--- src/shared/fcds_pkg.sv ---
package fcds_pkg;

  // ----------------------------------------------------------------
  // Register map
  // ----------------------------------------------------------------
  localparam logic [11:0] FCDS_CTRL_OFS = 12'h000;
  localparam logic [11:0] FCDS_STAT_OFS = 12'h004;
  localparam logic [11:0] FCDS_POS_OFS = 12'h008;
  localparam logic [11:0] FCDS_SUM_OFS = 12'h00C;

  // CTRL fields
  localparam int FCDS_P1_LSB = 0;
  localparam int FCDS_P2_LSB = 3;
  localparam int FCDS_DISP_LSB = 6;
  localparam int FCDS_LOCK_BIT = 9;
  localparam int FCDS_IDA_BIT = 10;
  localparam int FCDS_EN_BIT = 11;
  localparam logic [31:0] FCDS_CTRL_RST = 32'h0000_0000;
  localparam logic [31:0] FCDS_POS_RST = 32'h0000_0000;

  // ----------------------------------------------------------------
  // Mode codes
  // ----------------------------------------------------------------
  localparam logic [2:0] FCDS_M_FIRST = 3'h0;
  localparam logic [2:0] FCDS_M_ALT = 3'h1;
  localparam logic [2:0] FCDS_M_FREE_RUN_SEGMENT_SWITCH = 3'h2;
  localparam logic [2:0] FCDS_M_ADD = 3'h3;
  localparam logic [2:0] FCDS_M_SECOND = 3'h4;

  // ----------------------------------------------------------------
  // Free_run_segment_switch timing
  // ----------------------------------------------------------------
  localparam int FCDS_CLK_MHZ = 125;
  localparam int FCDS_SHOW_NS = 2000;
  localparam int FCDS_BLANK_NS = 500;
  localparam int FCDS_SHOW_CYC = FCDS_SHOW_NS * FCDS_CLK_MHZ / 1000;
  localparam int FCDS_BLANK_CYC = FCDS_BLANK_NS * FCDS_CLK_MHZ / 1000;
  localparam int FCDS_CNT_W = 9;

endpackage

--- src/logic/fcds_sequencer.sv ---
`timescale 1ns/100ps
// Behaviour
// All alternate: channels one to four in order, one per sweep.
// First pair alternating, second fixed on three: 1,2,3,3.
// Locked dual time base: 1 on A, 3 on B, 2 on A, 4 on B.
// Intensified delayed alternate: each channel gets B sweep then A sweep.
// Display free_run_segment_switch, pairs alternate: free_run_segment_switch 1/3, next sweep 2/4.
// Display free_run_segment_switch, pair one chopping: second-pair channels get double segments.
// All free_run_segment_switch: step all four channels on successive free_run_segment_switch intervals.
// Pair add: one trace, positions of both channels summed.
// All add: single trace, all four positions summed.
// Alternate switching only at sweep end, never free-running.
// Free_run_segment_switch free-running: about 2 us shown, 0.5 us blanked.
// Lock: channels one, two on sweep A; three, four on B.
// Host gives one sweep-end pulse per sweep, tagged with time base.
module fcds_sequencer
  import fcds_pkg::*;
(
  // Clock and reset
  input wire logic ref_clk,
  input wire logic rst_n,
  // APB slave
  input wire logic psel,
  input wire logic penable,
  input wire logic pwrite,
  input wire logic [11:0] paddr,
  input wire logic [31:0] pwdata,
  output logic [31:0] prdata,
  output logic pready,
  output logic pslverr,
  // Sweep-end pins from the mainframe
  input wire logic sweepEndA,
  input wire logic sweepEndB,
  // Display outputs
  output logic [3:0] chanEnable,
  output logic traceBlank,
  output logic sweepSelB,
  output logic signed [9:0] traceLevel
);

  // ----------------------------------------------------------------
  // Registers
  // ----------------------------------------------------------------
  logic [31:0] ctrl;
  logic [31:0] posReg;
  logic apbWr;
  logic apbHit;

  assign apbWr = psel & penable & pwrite;
  assign pready = 1'b1;
  assign apbHit = (paddr == FCDS_CTRL_OFS) || (paddr == FCDS_STAT_OFS) ||
                  (paddr == FCDS_POS_OFS) || (paddr == FCDS_SUM_OFS);
  // Unmapped addresses answer with an error, writes dropped
  assign pslverr = psel & penable & ~apbHit;

  always_ff @(posedge ref_clk or negedge rst_n) begin
    if (!rst_n) begin
      ctrl <= FCDS_CTRL_RST;
    end else if (apbWr && paddr == FCDS_CTRL_OFS) begin
      ctrl <= pwdata;
    end
  end

  always_ff @(posedge ref_clk or negedge rst_n) begin
    if (!rst_n) begin
      posReg <= FCDS_POS_RST;
    end else if (apbWr && paddr == FCDS_POS_OFS) begin
      posReg <= pwdata;
    end
  end

  logic [2:0] firstPairMode;
  logic [2:0] secondPairMode;
  logic [2:0] dispMode;
  logic timebaseLockSelect;
  logic intensifiedDelayedAlternate;
  logic seqEnable;

  assign firstPairMode = ctrl[FCDS_P1_LSB +: 3];
  assign secondPairMode = ctrl[FCDS_P2_LSB +: 3];
  assign dispMode = ctrl[FCDS_DISP_LSB +: 3];
  assign timebaseLockSelect = ctrl[FCDS_LOCK_BIT];
  assign intensifiedDelayedAlternate = ctrl[FCDS_IDA_BIT];
  assign seqEnable = ctrl[FCDS_EN_BIT];

  // ----------------------------------------------------------------
  // Sweep-end inputs
  // ----------------------------------------------------------------
  logic endA;
  logic endB;

  fcds_sync u_syncA (
    .ref_clk(ref_clk),
    .rst_n(rst_n),
    .pinIn(sweepEndA),
    .risePulse(endA)
  );

  fcds_sync u_syncB (
    .ref_clk(ref_clk),
    .rst_n(rst_n),
    .pinIn(sweepEndB),
    .risePulse(endB)
  );

  // ----------------------------------------------------------------
  // Alternate stepping
  // ----------------------------------------------------------------
  logic sweepEnd;
  logic holdHalf;
  logic altTick;

  // tagged sweep ends
  assign sweepEnd = endA | endB;

  // hold for B then A
  always_ff @(posedge ref_clk or negedge rst_n) begin
    if (!rst_n) begin
      holdHalf <= 1'b0;
    end else if (!intensifiedDelayedAlternate) begin
      holdHalf <= 1'b0;
    end else if (sweepEnd) begin
      holdHalf <= ~holdHalf;
    end
  end

  // step only at sweep end
  assign altTick = seqEnable & sweepEnd &
                   (~intensifiedDelayedAlternate | holdHalf);

  // Display phase: 0 shows pair one, 1 shows pair two
  logic dispPhase;
  logic pairOneStep;
  logic pairTwoStep;
  logic dispAlt;
  logic dispChop;

  assign dispAlt = dispMode == FCDS_M_ALT;
  assign dispChop = dispMode == FCDS_M_FREE_RUN_SEGMENT_SWITCH;

  // ----------------------------------------------------------------
  // Free_run_segment_switch clock: 2 us shown, 0.5 us blanked
  // ----------------------------------------------------------------
  logic [FCDS_CNT_W-1:0] chopCnt;
  logic chopTick;
  logic blanking;

  // free-running segment timer
  always_ff @(posedge ref_clk or negedge rst_n) begin
    if (!rst_n) begin
      chopCnt <= '0;
    end else if (chopCnt ==
                 FCDS_CNT_W'(FCDS_SHOW_CYC + FCDS_BLANK_CYC - 1)) begin
      chopCnt <= '0;
    end else begin
      chopCnt <= chopCnt + 1'b1;
    end
  end

  assign blanking = chopCnt >= FCDS_CNT_W'(FCDS_SHOW_CYC);
  assign chopTick = seqEnable &
    (chopCnt == FCDS_CNT_W'(FCDS_SHOW_CYC + FCDS_BLANK_CYC - 1));

  logic altHalf;

  // unlocked: each pair keeps two sweeps
  always_ff @(posedge ref_clk or negedge rst_n) begin
    if (!rst_n) begin
      altHalf <= 1'b0;
    end else if (!dispAlt || timebaseLockSelect) begin
      altHalf <= 1'b0;
    end else if (altTick) begin
      altHalf <= ~altHalf;
    end
  end

  // Display phase toggles on free_run_segment_switch ticks or alternate steps
  // locked display swaps pairs every sweep
  always_ff @(posedge ref_clk or negedge rst_n) begin
    if (!rst_n) begin
      dispPhase <= 1'b0;
    end else if ((dispAlt && altTick && (timebaseLockSelect || altHalf)) ||
                 (dispChop && chopTick)) begin
      dispPhase <= ~dispPhase;
    end
  end

  // shown pair steps on every sweep end
  // free_run_segment_switch display: pairs step per sweep
  // pair one chops at half rate
  // all-free_run_segment_switch walks 1,3,2,4
  always_comb begin
    pairOneStep = 1'b0;
    pairTwoStep = 1'b0;
    if (dispAlt) begin
      pairOneStep = altTick & ~dispPhase;
      pairTwoStep = altTick & dispPhase;
    end else if (dispChop) begin
      pairOneStep = (firstPairMode == FCDS_M_FREE_RUN_SEGMENT_SWITCH) ?
                    chopTick & dispPhase : altTick;
      pairTwoStep = (secondPairMode == FCDS_M_FREE_RUN_SEGMENT_SWITCH) ?
                    chopTick & dispPhase : altTick;
    end else begin
      pairOneStep = (firstPairMode == FCDS_M_FREE_RUN_SEGMENT_SWITCH) ? chopTick : altTick;
      pairTwoStep = (secondPairMode == FCDS_M_FREE_RUN_SEGMENT_SWITCH) ? chopTick : altTick;
    end
  end

  logic [1:0] maskOne;
  logic [1:0] maskTwo;

  // fixed second pair repeats its channel
  fcds_pair u_pairOne (
    .ref_clk(ref_clk),
    .rst_n(rst_n),
    .pairMode(firstPairMode),
    .altStep(pairOneStep & (firstPairMode == FCDS_M_ALT)),
    .chopStep(pairOneStep & (firstPairMode == FCDS_M_FREE_RUN_SEGMENT_SWITCH)),
    .chanMask(maskOne)
  );

  fcds_pair u_pairTwo (
    .ref_clk(ref_clk),
    .rst_n(rst_n),
    .pairMode(secondPairMode),
    .altStep(pairTwoStep & (secondPairMode == FCDS_M_ALT)),
    .chopStep(pairTwoStep & (secondPairMode == FCDS_M_FREE_RUN_SEGMENT_SWITCH)),
    .chanMask(maskTwo)
  );

  // ----------------------------------------------------------------
  // Display selector
  // ----------------------------------------------------------------
  logic [3:0] next_chanEnable;

  // add shows all four composites
  always_comb begin
    unique case (dispMode)
      FCDS_M_FIRST: next_chanEnable = {2'h0, maskOne};
      FCDS_M_SECOND: next_chanEnable = {maskTwo, 2'h0};
      FCDS_M_ADD: next_chanEnable = {maskTwo, maskOne};
      FCDS_M_ALT, FCDS_M_FREE_RUN_SEGMENT_SWITCH:
        next_chanEnable = dispPhase ? {maskTwo, 2'h0} : {2'h0, maskOne};
      default: next_chanEnable = {2'h0, maskOne};
    endcase
  end

  // Summed positioning level of enabled channels
  logic signed [9:0] next_level;

  // pair add sums both positions
  always_comb begin
    next_level = '0;
    for (int i = 0; i < 4; i++) begin
      if (next_chanEnable[i]) begin
        next_level = next_level +
          10'(signed'(posReg[8*i +: 8]));
      end
    end
  end

  logic chopActive;

  assign chopActive = dispChop || (!dispAlt &&
    ((dispMode != FCDS_M_SECOND && firstPairMode == FCDS_M_FREE_RUN_SEGMENT_SWITCH) ||
     (dispMode != FCDS_M_FIRST && secondPairMode == FCDS_M_FREE_RUN_SEGMENT_SWITCH)));

  always_ff @(posedge ref_clk or negedge rst_n) begin
    if (!rst_n) begin
      chanEnable <= 4'h0;
      traceBlank <= 1'b1;
      traceLevel <= '0;
    end else begin
      chanEnable <= seqEnable ? next_chanEnable : 4'h0;
      traceBlank <= ~seqEnable | (chopActive & blanking);
      // No lit channel, so no level either
      traceLevel <= seqEnable ? next_level : 10'sh000;
    end
  end

  // lock pairs to sweeps
  // locked order 1A,3B,2A,4B
  always_ff @(posedge ref_clk or negedge rst_n) begin
    if (!rst_n) begin
      sweepSelB <= 1'b0;
    end else if (timebaseLockSelect && dispAlt) begin
      sweepSelB <= dispPhase;
    end else begin
      sweepSelB <= 1'b0;
    end
  end

  // ----------------------------------------------------------------
  // Read path
  // ----------------------------------------------------------------
  always_comb begin
    prdata = 32'h0000_0000;
    unique case (paddr)
      FCDS_CTRL_OFS: prdata = ctrl;
      FCDS_STAT_OFS: prdata = {25'h0, sweepSelB, dispPhase, traceBlank,
                               chanEnable};
      FCDS_POS_OFS: prdata = posReg;
      FCDS_SUM_OFS: prdata = {{22{traceLevel[9]}}, traceLevel};
      default: prdata = 32'h0000_0000;
    endcase
  end

endmodule

--- src/logic/fcds_sync.sv ---
`timescale 1ns/100ps
module fcds_sync
  import fcds_pkg::*;
(
  // Clock and reset
  input wire logic ref_clk,
  input wire logic rst_n,
  // Pin level in, clean pulse out
  input wire logic pinIn,
  output logic risePulse
);

  logic stageA;
  logic stageB;
  logic stageC;

  // Two flops before any logic, third for edge
  always_ff @(posedge ref_clk or negedge rst_n) begin
    if (!rst_n) begin
      stageA <= 1'b0;
      stageB <= 1'b0;
      stageC <= 1'b0;
    end else begin
      stageA <= pinIn;
      stageB <= stageA;
      stageC <= stageB;
    end
  end

  assign risePulse = stageB & ~stageC;

endmodule

--- src/logic/fcds_pair.sv ---
`timescale 1ns/100ps
module fcds_pair
  import fcds_pkg::*;
(
  // Clock and reset
  input wire logic ref_clk,
  input wire logic rst_n,
  // Control
  input wire logic [2:0] pairMode,
  input wire logic altStep,
  input wire logic chopStep,
  // Composite selection
  output logic [1:0] chanMask
);

  logic which;

  // Toggle on alternate or free_run_segment_switch step per mode
  always_ff @(posedge ref_clk or negedge rst_n) begin
    if (!rst_n) begin
      which <= 1'b0;
    end else if ((pairMode == FCDS_M_ALT && altStep) ||
                 (pairMode == FCDS_M_FREE_RUN_SEGMENT_SWITCH && chopStep)) begin
      which <= ~which;
    end
  end

  always_comb begin
    unique case (pairMode)
      FCDS_M_FIRST: chanMask = 2'h1;
      FCDS_M_SECOND: chanMask = 2'h2;
      FCDS_M_ADD: chanMask = 2'h3;
      FCDS_M_ALT, FCDS_M_FREE_RUN_SEGMENT_SWITCH: chanMask = which ? 2'h2 : 2'h1;
      default: chanMask = 2'h1;
    endcase
  end

endmodule

--- config.mk ---
export PLATFORM = sky130hd
export DESIGN_NAME = fcds_sequencer
export DESIGN_NICKNAME = d
export VERILOG_FILES = /design/src/shared/fcds_pkg.sv /design/src/logic/fcds_sequencer.sv /design/src/logic/fcds_sync.sv /design/src/logic/fcds_pair.sv
export SDC_FILE = /design/constraint.sdc
export NUM_CORES = 1
export LEC_CHECK = 0
export BUFFER_PORTS_ARGS = -buffer_cell sky130_fd_sc_hd__buf_2
export CAP_MARGIN = 20
export CORE_MARGIN = 2
export CORE_UTILIZATION = 60
export DETAILED_ROUTE_END_ITERATION = 8
export HOLD_SLACK_MARGIN = 0.02
export PLACE_DENSITY = 0.8
export REMOVE_ABC_BUFFERS = 1
export SYNTH_ARGS = -nofsm -noshare
export SYNTH_HDL_FRONTEND = slang
export SYNTH_SLANG_ARGS = --single-unit
export TNS_END_PERCENT = 30
--- constraint.sdc ---
create_clock -name ref_clk -period 9.4 [get_ports ref_clk]
set_clock_uncertainty 0.15 [all_clocks]
set_input_delay 0.94 -clock ref_clk [delete_from_list [all_inputs] [get_ports ref_clk]]
set_output_delay 0.94 -clock ref_clk [all_outputs]
set_load 0.05 [all_outputs]
# Word-level counts from Yosys, hierarchy flattened
# Index checks and enable logic that the tools add are counted.
dict set report totals {
  ff_bits 100
  inputBits 51
  output_inout_bits 50
  elab_cells 127
}
dict set report classes {
  add_sub_neg 4
  n_lt_le_gt_ge 1
  n_eq_ne 18
  mux 27
  bitwise 29
  reduce_logical 30
}
# cell count
set ops {}
lappend ops {{32-bit one-hot mux with 4 select lines} 1}
lappend ops {{10-bit two-way mux} 5}
lappend ops {{10-bit by 8-bit adder with 10-bit output} 3}
lappend ops {{12-bit by 4-bit == test with 1-bit output (second input constant)} 2}
lappend ops {{3-bit by 2-bit == test with 1-bit output (second input constant)} 6}
lappend ops {{1-bit AND} 16}
lappend ops {{1-bit logical AND} 13}
lappend ops {{1-bit two-way mux} 13}
lappend ops {{12-bit by 3-bit == test with 1-bit output (second input constant)} 1}
lappend ops {{12-bit logical NOT} 1}
lappend ops {{2-bit one-hot mux with 3 select lines} 2}
lappend ops {{4-bit one-hot mux with 3 select lines} 1}
lappend ops {{1-bit logical OR} 10}
lappend ops {{1-bit NOT} 10}
lappend ops {{9-bit by 1-bit adder with 9-bit output (second input constant)} 1}
lappend ops {{3-bit by 1-bit == test with 1-bit output (second input constant)} 3}
lappend ops {{3-bit == test (second input constant)} 3}
lappend ops {{9-bit == test (second input constant)} 1}
lappend ops {{9-bit by 8-bit greater-or-equal comparator with 1-bit output (second input constant)} 1}
lappend ops {{9-bit two-way mux} 1}
lappend ops {{4-bit two-way mux} 2}
lappend ops {{2-bit OR reduction} 3}
lappend ops {{2-bit two-way mux} 2}
lappend ops {{3-bit inequality test (second input constant)} 1}
lappend ops {{other kinds (5)} 7}

# Depth between registers and ports, before layout
dict set report depth {
  word_depth 13
  mapped_depth 28
  mapped_depth_nobuf 26
}

# By module
# Synthesis repeated with hierarchy kept, for this count alone.
dict set report unflattened {
  hier_cells 648
  area_unflattened_um2 6578.8
}
# module n_inst cells_each area_per_inst_um2 seq_area_each_um2
set modules_own_cells {}
lappend modules_own_cells {fcds_sequencer 1 612 6185.9 2303.5}
lappend modules_own_cells {fcds_pair 2 14 107.6 25.0}
lappend modules_own_cells {fcds_sync 2 4 88.8 75.1}

# Worst setup path before layout
# No wires, ideal clock.
dict set report synth_path {
  path_kind {register to register}
  startpoint {register ctrl[7]}
  endpoint {register traceLevel[9]}
  arrival_ps 5490
  required_ps 9125
  setup_slack_ps 3635
  path_stages_with_launch 28
  path_buffers 2
  synth_period_minus_slack_ps 5765
  path_cell_list {dfrtp_1 buf_6 xor2_4 a22oi_4 buf_2 and3_1 ha_1 a21o_1 nand2_1 o31ai_4 or3_1 and4_1 or2_2 ha_1 o21ai_0 o21ai_0 a21oi_1 xnor2_1 o21ai_0 nand2_1 ha_1 o21a_1 o31a_1 o32ai_1 mux2_2 nand4_1 mux2_1 nand3_1}
}
dict set report synth_via {
  elab_chain_len 11
}
# item line
set synth_rtl {}
lappend synth_rtl {{start: declaration} fcds_sequencer.sv:44} ;# logic [31:0] ctrl;
lappend synth_rtl {{start signal: assignment} fcds_sequencer.sv:60} ;# ctrl <= pwdata;
lappend synth_rtl {{3-bit by 1-bit == test with 1-bit output or 3-bit by 2-bit == test with 1-bit output (tied branches)} fcds_sequencer.sv:238} ;# unique case (dispMode)
lappend synth_rtl {{2-bit OR reduction} fcds_sequencer.sv:238}
lappend synth_rtl {{4-bit one-hot mux with 3 select lines *} fcds_sequencer.sv:238}
lappend synth_rtl {{10-bit two-way mux} fcds_sequencer.sv:255} ;# if (next_chanEnable[i]) begin
lappend synth_rtl {{10-bit by 8-bit adder with 10-bit output} fcds_sequencer.sv:256} ;# next_level = next_level +
lappend synth_rtl {{10-bit two-way mux} fcds_sequencer.sv:255}
lappend synth_rtl {{10-bit by 8-bit adder with 10-bit output} fcds_sequencer.sv:256}
lappend synth_rtl {{10-bit two-way mux} fcds_sequencer.sv:255}
lappend synth_rtl {{10-bit by 8-bit adder with 10-bit output} fcds_sequencer.sv:256}
lappend synth_rtl {{10-bit two-way mux *} fcds_sequencer.sv:255}
lappend synth_rtl {{10-bit two-way mux *} fcds_sequencer.sv:277} ;# traceLevel <= seqEnable ? next_level : 10'sh000;
lappend synth_rtl {{end signal: assignment} fcds_sequencer.sv:277}
lappend synth_rtl {{end: declaration} fcds_sequencer.sv:38} ;# output logic signed [9:0] traceLevel
# Mark *: on every way between the ends. The rest lies on a longest branch, timed or not.
# A chain may end at the register's enable or synchronous reset.

# Worst setup path in the final report
dict set report layout_path {
  startpoint {register ctrl[0]}
  endpoint {register traceLevel[9]}
}
dict set report layout_via {
  elab_chain_len 13
}
# item line
set layout_rtl {}
lappend layout_rtl {{3-bit by 1-bit == test with 1-bit output or 3-bit by 2-bit == test with 1-bit output (tied branches)} fcds_pair.sv:29} ;# unique case (pairMode)
lappend layout_rtl {{2-bit OR reduction} fcds_pair.sv:29}
lappend layout_rtl {{2-bit one-hot mux with 3 select lines *} fcds_pair.sv:29}
lappend layout_rtl {{4-bit two-way mux} fcds_sequencer.sv:243} ;# next_chanEnable = dispPhase ? {maskTwo, 2'h0} : {2'h0, maskOne};
lappend layout_rtl {{4-bit one-hot mux with 3 select lines *} fcds_sequencer.sv:238}
lappend layout_rtl {{10-bit two-way mux} fcds_sequencer.sv:255}
lappend layout_rtl {{10-bit by 8-bit adder with 10-bit output} fcds_sequencer.sv:256}
lappend layout_rtl {{10-bit two-way mux *} fcds_sequencer.sv:255}
lappend layout_rtl {{10-bit by 8-bit adder with 10-bit output} fcds_sequencer.sv:256}
lappend layout_rtl {{10-bit two-way mux *} fcds_sequencer.sv:255}
lappend layout_rtl {{10-bit by 8-bit adder with 10-bit output} fcds_sequencer.sv:256}
lappend layout_rtl {{10-bit two-way mux *} fcds_sequencer.sv:255}
lappend layout_rtl {{10-bit two-way mux *} fcds_sequencer.sv:277}
# Marks and branches as above.

==> flow_metrics.py <==
metrics = {
    "yosys": {
        "async_reset_ff_share_pct": 100,
        "ys.warnings.count": 0,
        "syn_area_per_cell_um2": 10.1,
        "post_synth_main_area_contributors": "dfrtp_1, mux2_2, ha_1, mux2i_1, nor2_1",
        "synthesis.area_um2": 6830,
        "post-synth-top-area-cell": "dfrtp_1",
        "synth_commonest_cells": "dfrtp_1, nor2_1, mux2_2",
        "yosys_register_bits": 100,
        "ys_seq_area_share_pct": 36.6,
        "synthDistinctLibCells": 93,
        "syn_inst": 674,
        "postSynth.topFlopCell": "dfrtp_1",
        "post-synth-top-count-cell": "dfrtp_1",
        "synth_edf_count": 0,
        "post_synth_top_area_share_pct": 36.3,
    },
    "timing": {
        "setup_repair_after_global_routing_missed_its_margin": "no",
        "maxClockFrequency_ghz": 0.147,
        "min_period_over_period_pct": 72.3,
        "period_needed_ns": 6.80,
        "final_max_slew_viol_count": 0,
        "hold_viol_final": 0,
        "timing.final.setup_violations": 0,
        "totalNegativeSetupSlack_ns": 0,
        "worst_slew_margin_rel_pct": 46.7,
        "max_slew.worst_pin.slew_ns": 0.797,
    },
    "clocking": {
        "cts_sinks": 100,
        "ctsRootBufferMaster": "clkbuf_16",
        "cts_made_buffers": 9,
        "cts_tree": "built",
        "clock_insertion_delay_worst_skew_ns": 0.36,
        "clock_path_buffers": 2,
        "postCtsSetupBuffers": 0,
        "cts-hold-fix-buffers": 0,
        "clk_transition_reported_paths_ns": 0.07,
        "cts-resized-gates": 0,
        "htreeDepth": 3,
    },
    "routing": {
        "drt_drc_violations_left": 0,
        "routed_via_density": 6.16,
        "route.final.wire_length_um": 16800,
        "post_drt_wl_per_cell_um": 18.7,
        "drt_iter0_markers": 405,
        "count_of_vias_placed_by_the_detailed_router": 5529,
        "drt_pass1_iterations": 5,
        "route.antenna.remaining_nets": 0,
    },
    "power_and_ir_drop": {
        "max-vdd-ir-drop_mv": 0.163,
        "p_leak_nw": 3.88,
        "power_density_nw_per_um2": 113,
    },
    "worst_setup_path": {
        "crit_buf_inv": 0,
        "cp_top_family": "simple AND/OR/NAND/NOR gates",
        "crit_path_max_fanout": 12,
        "worst-endpoint-required_ns": 9.54,
        "cell_type_of_the_slowest_stage_on_the_worst_timing_path": "nor3_2",
        "setup.worst_path.start_class": "flop",
        "worst_ep_arrival_time_ns": 6.94,
        "cp_slowest_stage_delay_ns": 0.62,
        "timing.setup.critical_path_class": "flop to flop",
        "crit_path_end_kind": "flop",
    },
    "global_routing": {
        "first_global_vias": 5521,
        "grt_start_max_net_pins": 52,
        "grt_util_met3_pct": 5.80,
        "gr_peak_layer": "met2",
        "grt_util_met1_pct": 35.5,
        "grt_first_pass_wirelength_um": 27700,
        "met2_layer_usage_reported_by_global_route_pct": 48.6,
        "grt.overflow.total": 0,
        "grt_use_total_pct": 28.0,
        "initial_antenna_violation_count": 0,
    },
    "floorplanning": {
        "full_die_area_um2": 12300,
        "die_y_um": 111,
        "i_o_pin_count": 101,
        "die_w_um": 111,
        "rows": 38,
        "initial_core_util_pct": 62.2,
        "core-area_um2": 11000,
    },
    "hold_path": {
        "min_path_type": "flop to flop",
    },
    "run": {
        "maxCapViolCount": 0,
    },
    "cells_and_area": {
        "sequential_cell_area_um2": 2500,
        "layout.filler_cells": 867,
        "layout_cells_sized_above_1_pct": 28.7,
        "area_delta_synth_final_pct": 12.2,
        "fin_cells": 897,
        "final_net_count": 833,
        "finish.utilization_pct": 69.8,
        "multiInputGateArea_um2": 4020,
        "antenna_cells": 0,
    },
    "placement": {
        "hpwl_um": 12100,
        "gp_routability_congestion": 0.947,
        "placedCellCount": 880,
        "place.port_buffers": 99,
    },
    "run_status": {
        "run_status": "complete, no violations",
    },
}
[metrics by stage]
stage | hold WS (ns) | power [mW] | setup WS (ns) | cell area (um2)
detailed placement | 0.187 | 0.484 | 2.74 | 7330
finish | 0.202 | 0.866 | 2.60 | 7670
CTS | 0.206 | 0.871 | 2.74 | 7640
global placement | 0.189 | 0.483 | 3.08 | 7330
global route | 0.219 | 0.893 | 2.28 | 7670
floorplan | 0.181 | 0.453 | 3.52 | 6610
[sequential cells by signal, indices dropped and copies added (netlist names)]
signal / cells
ctrl: 32
posReg: 32
traceLevel: 10
chopCnt: 9
chanEnable: 4
altHalf: 1
dispPhase: 1
holdHalf: 1
sweepSelB: 1
traceBlank: 1
u_pairOne.which: 1
u_pairTwo.which: 1
u_syncA.stageA: 1
u_syncA.stageB: 1
u_syncA.stageC: 1
u_syncB.stageA: 1
u_syncB.stageB: 1
u_syncB.stageC: 1
[cell families (layout without fill, tap and decap cells)]
logic type | Yosys count | in the layout | share of synthesized area, %
AOI/OAI and AO/OA | 129 | 129 | 14.0
muxes | 105 | 105 | 18.0
and+or+nand+nor | 215 | 215 | 16.6
DFF | 100 | 100 | 36.6
other | 1 | 1 | 0.0549
xor gates and xnor gates | 30 | 30 | 4.12
buffers and inverters | 63 | 146 | 4.61
adders and majority gates | 31 | 31 | 5.99
[layout make-up]
cell class | instances | share of cell area [%]
multi-input cells | 511 | 52.4
flip-flops and latches | 100 | 32.6
repair buffers | 106 | 7.44
clock buffers | 13 | 3.52
well taps | 140 | 2.28
inverters | 24 | 1.17
clock inverters | 3 | 0.571
[placed cells by master (no fill, tap or decap), types with 20 or more instances in the layout]
master	count
dfrtp_1	99
mux2_2	62
o21a_1	30
mux2i_1	31
inv_1	24
ha_1	27
o21ai_0	20
nand2_1	44
buf_2	98
nor2_1	73
[path summary, 6_finish.rpt]
check | slack, ns | end | from | cells past startpoint
hold / removal | 0.20 | u_syncA.stageB | u_syncA.stageA | 0
hold reg to reg | 0.20 | u_syncA.stageB | u_syncA.stageA | 0
setup reg to reg | 2.60 | traceLevel[9] | ctrl[0] | 25
min in group asynchronous | 0.44 | u_syncA.stageC | rst_n | 1
max in group asynchronous | 7.57 | posReg[28] | rst_n | 2
setup / recovery | 2.60 | traceLevel[9] | ctrl[0] | 25
[per-layer routing]
metal,vias to the layer above,routed length [um]
li1,2582,-
met1,2762,7170
met2,166,8500
met3,19,835
met4,0,253
met5,-,0
[report_power, final]
group / switching, mW / internal, mW
Sequential: 0.00126 / 0.432
Clock: 0.162 / 0.228
Combinational: 0.0263 / 0.0155
Total: 0.190 / 0.676
(Power assumes the default switching activity.)
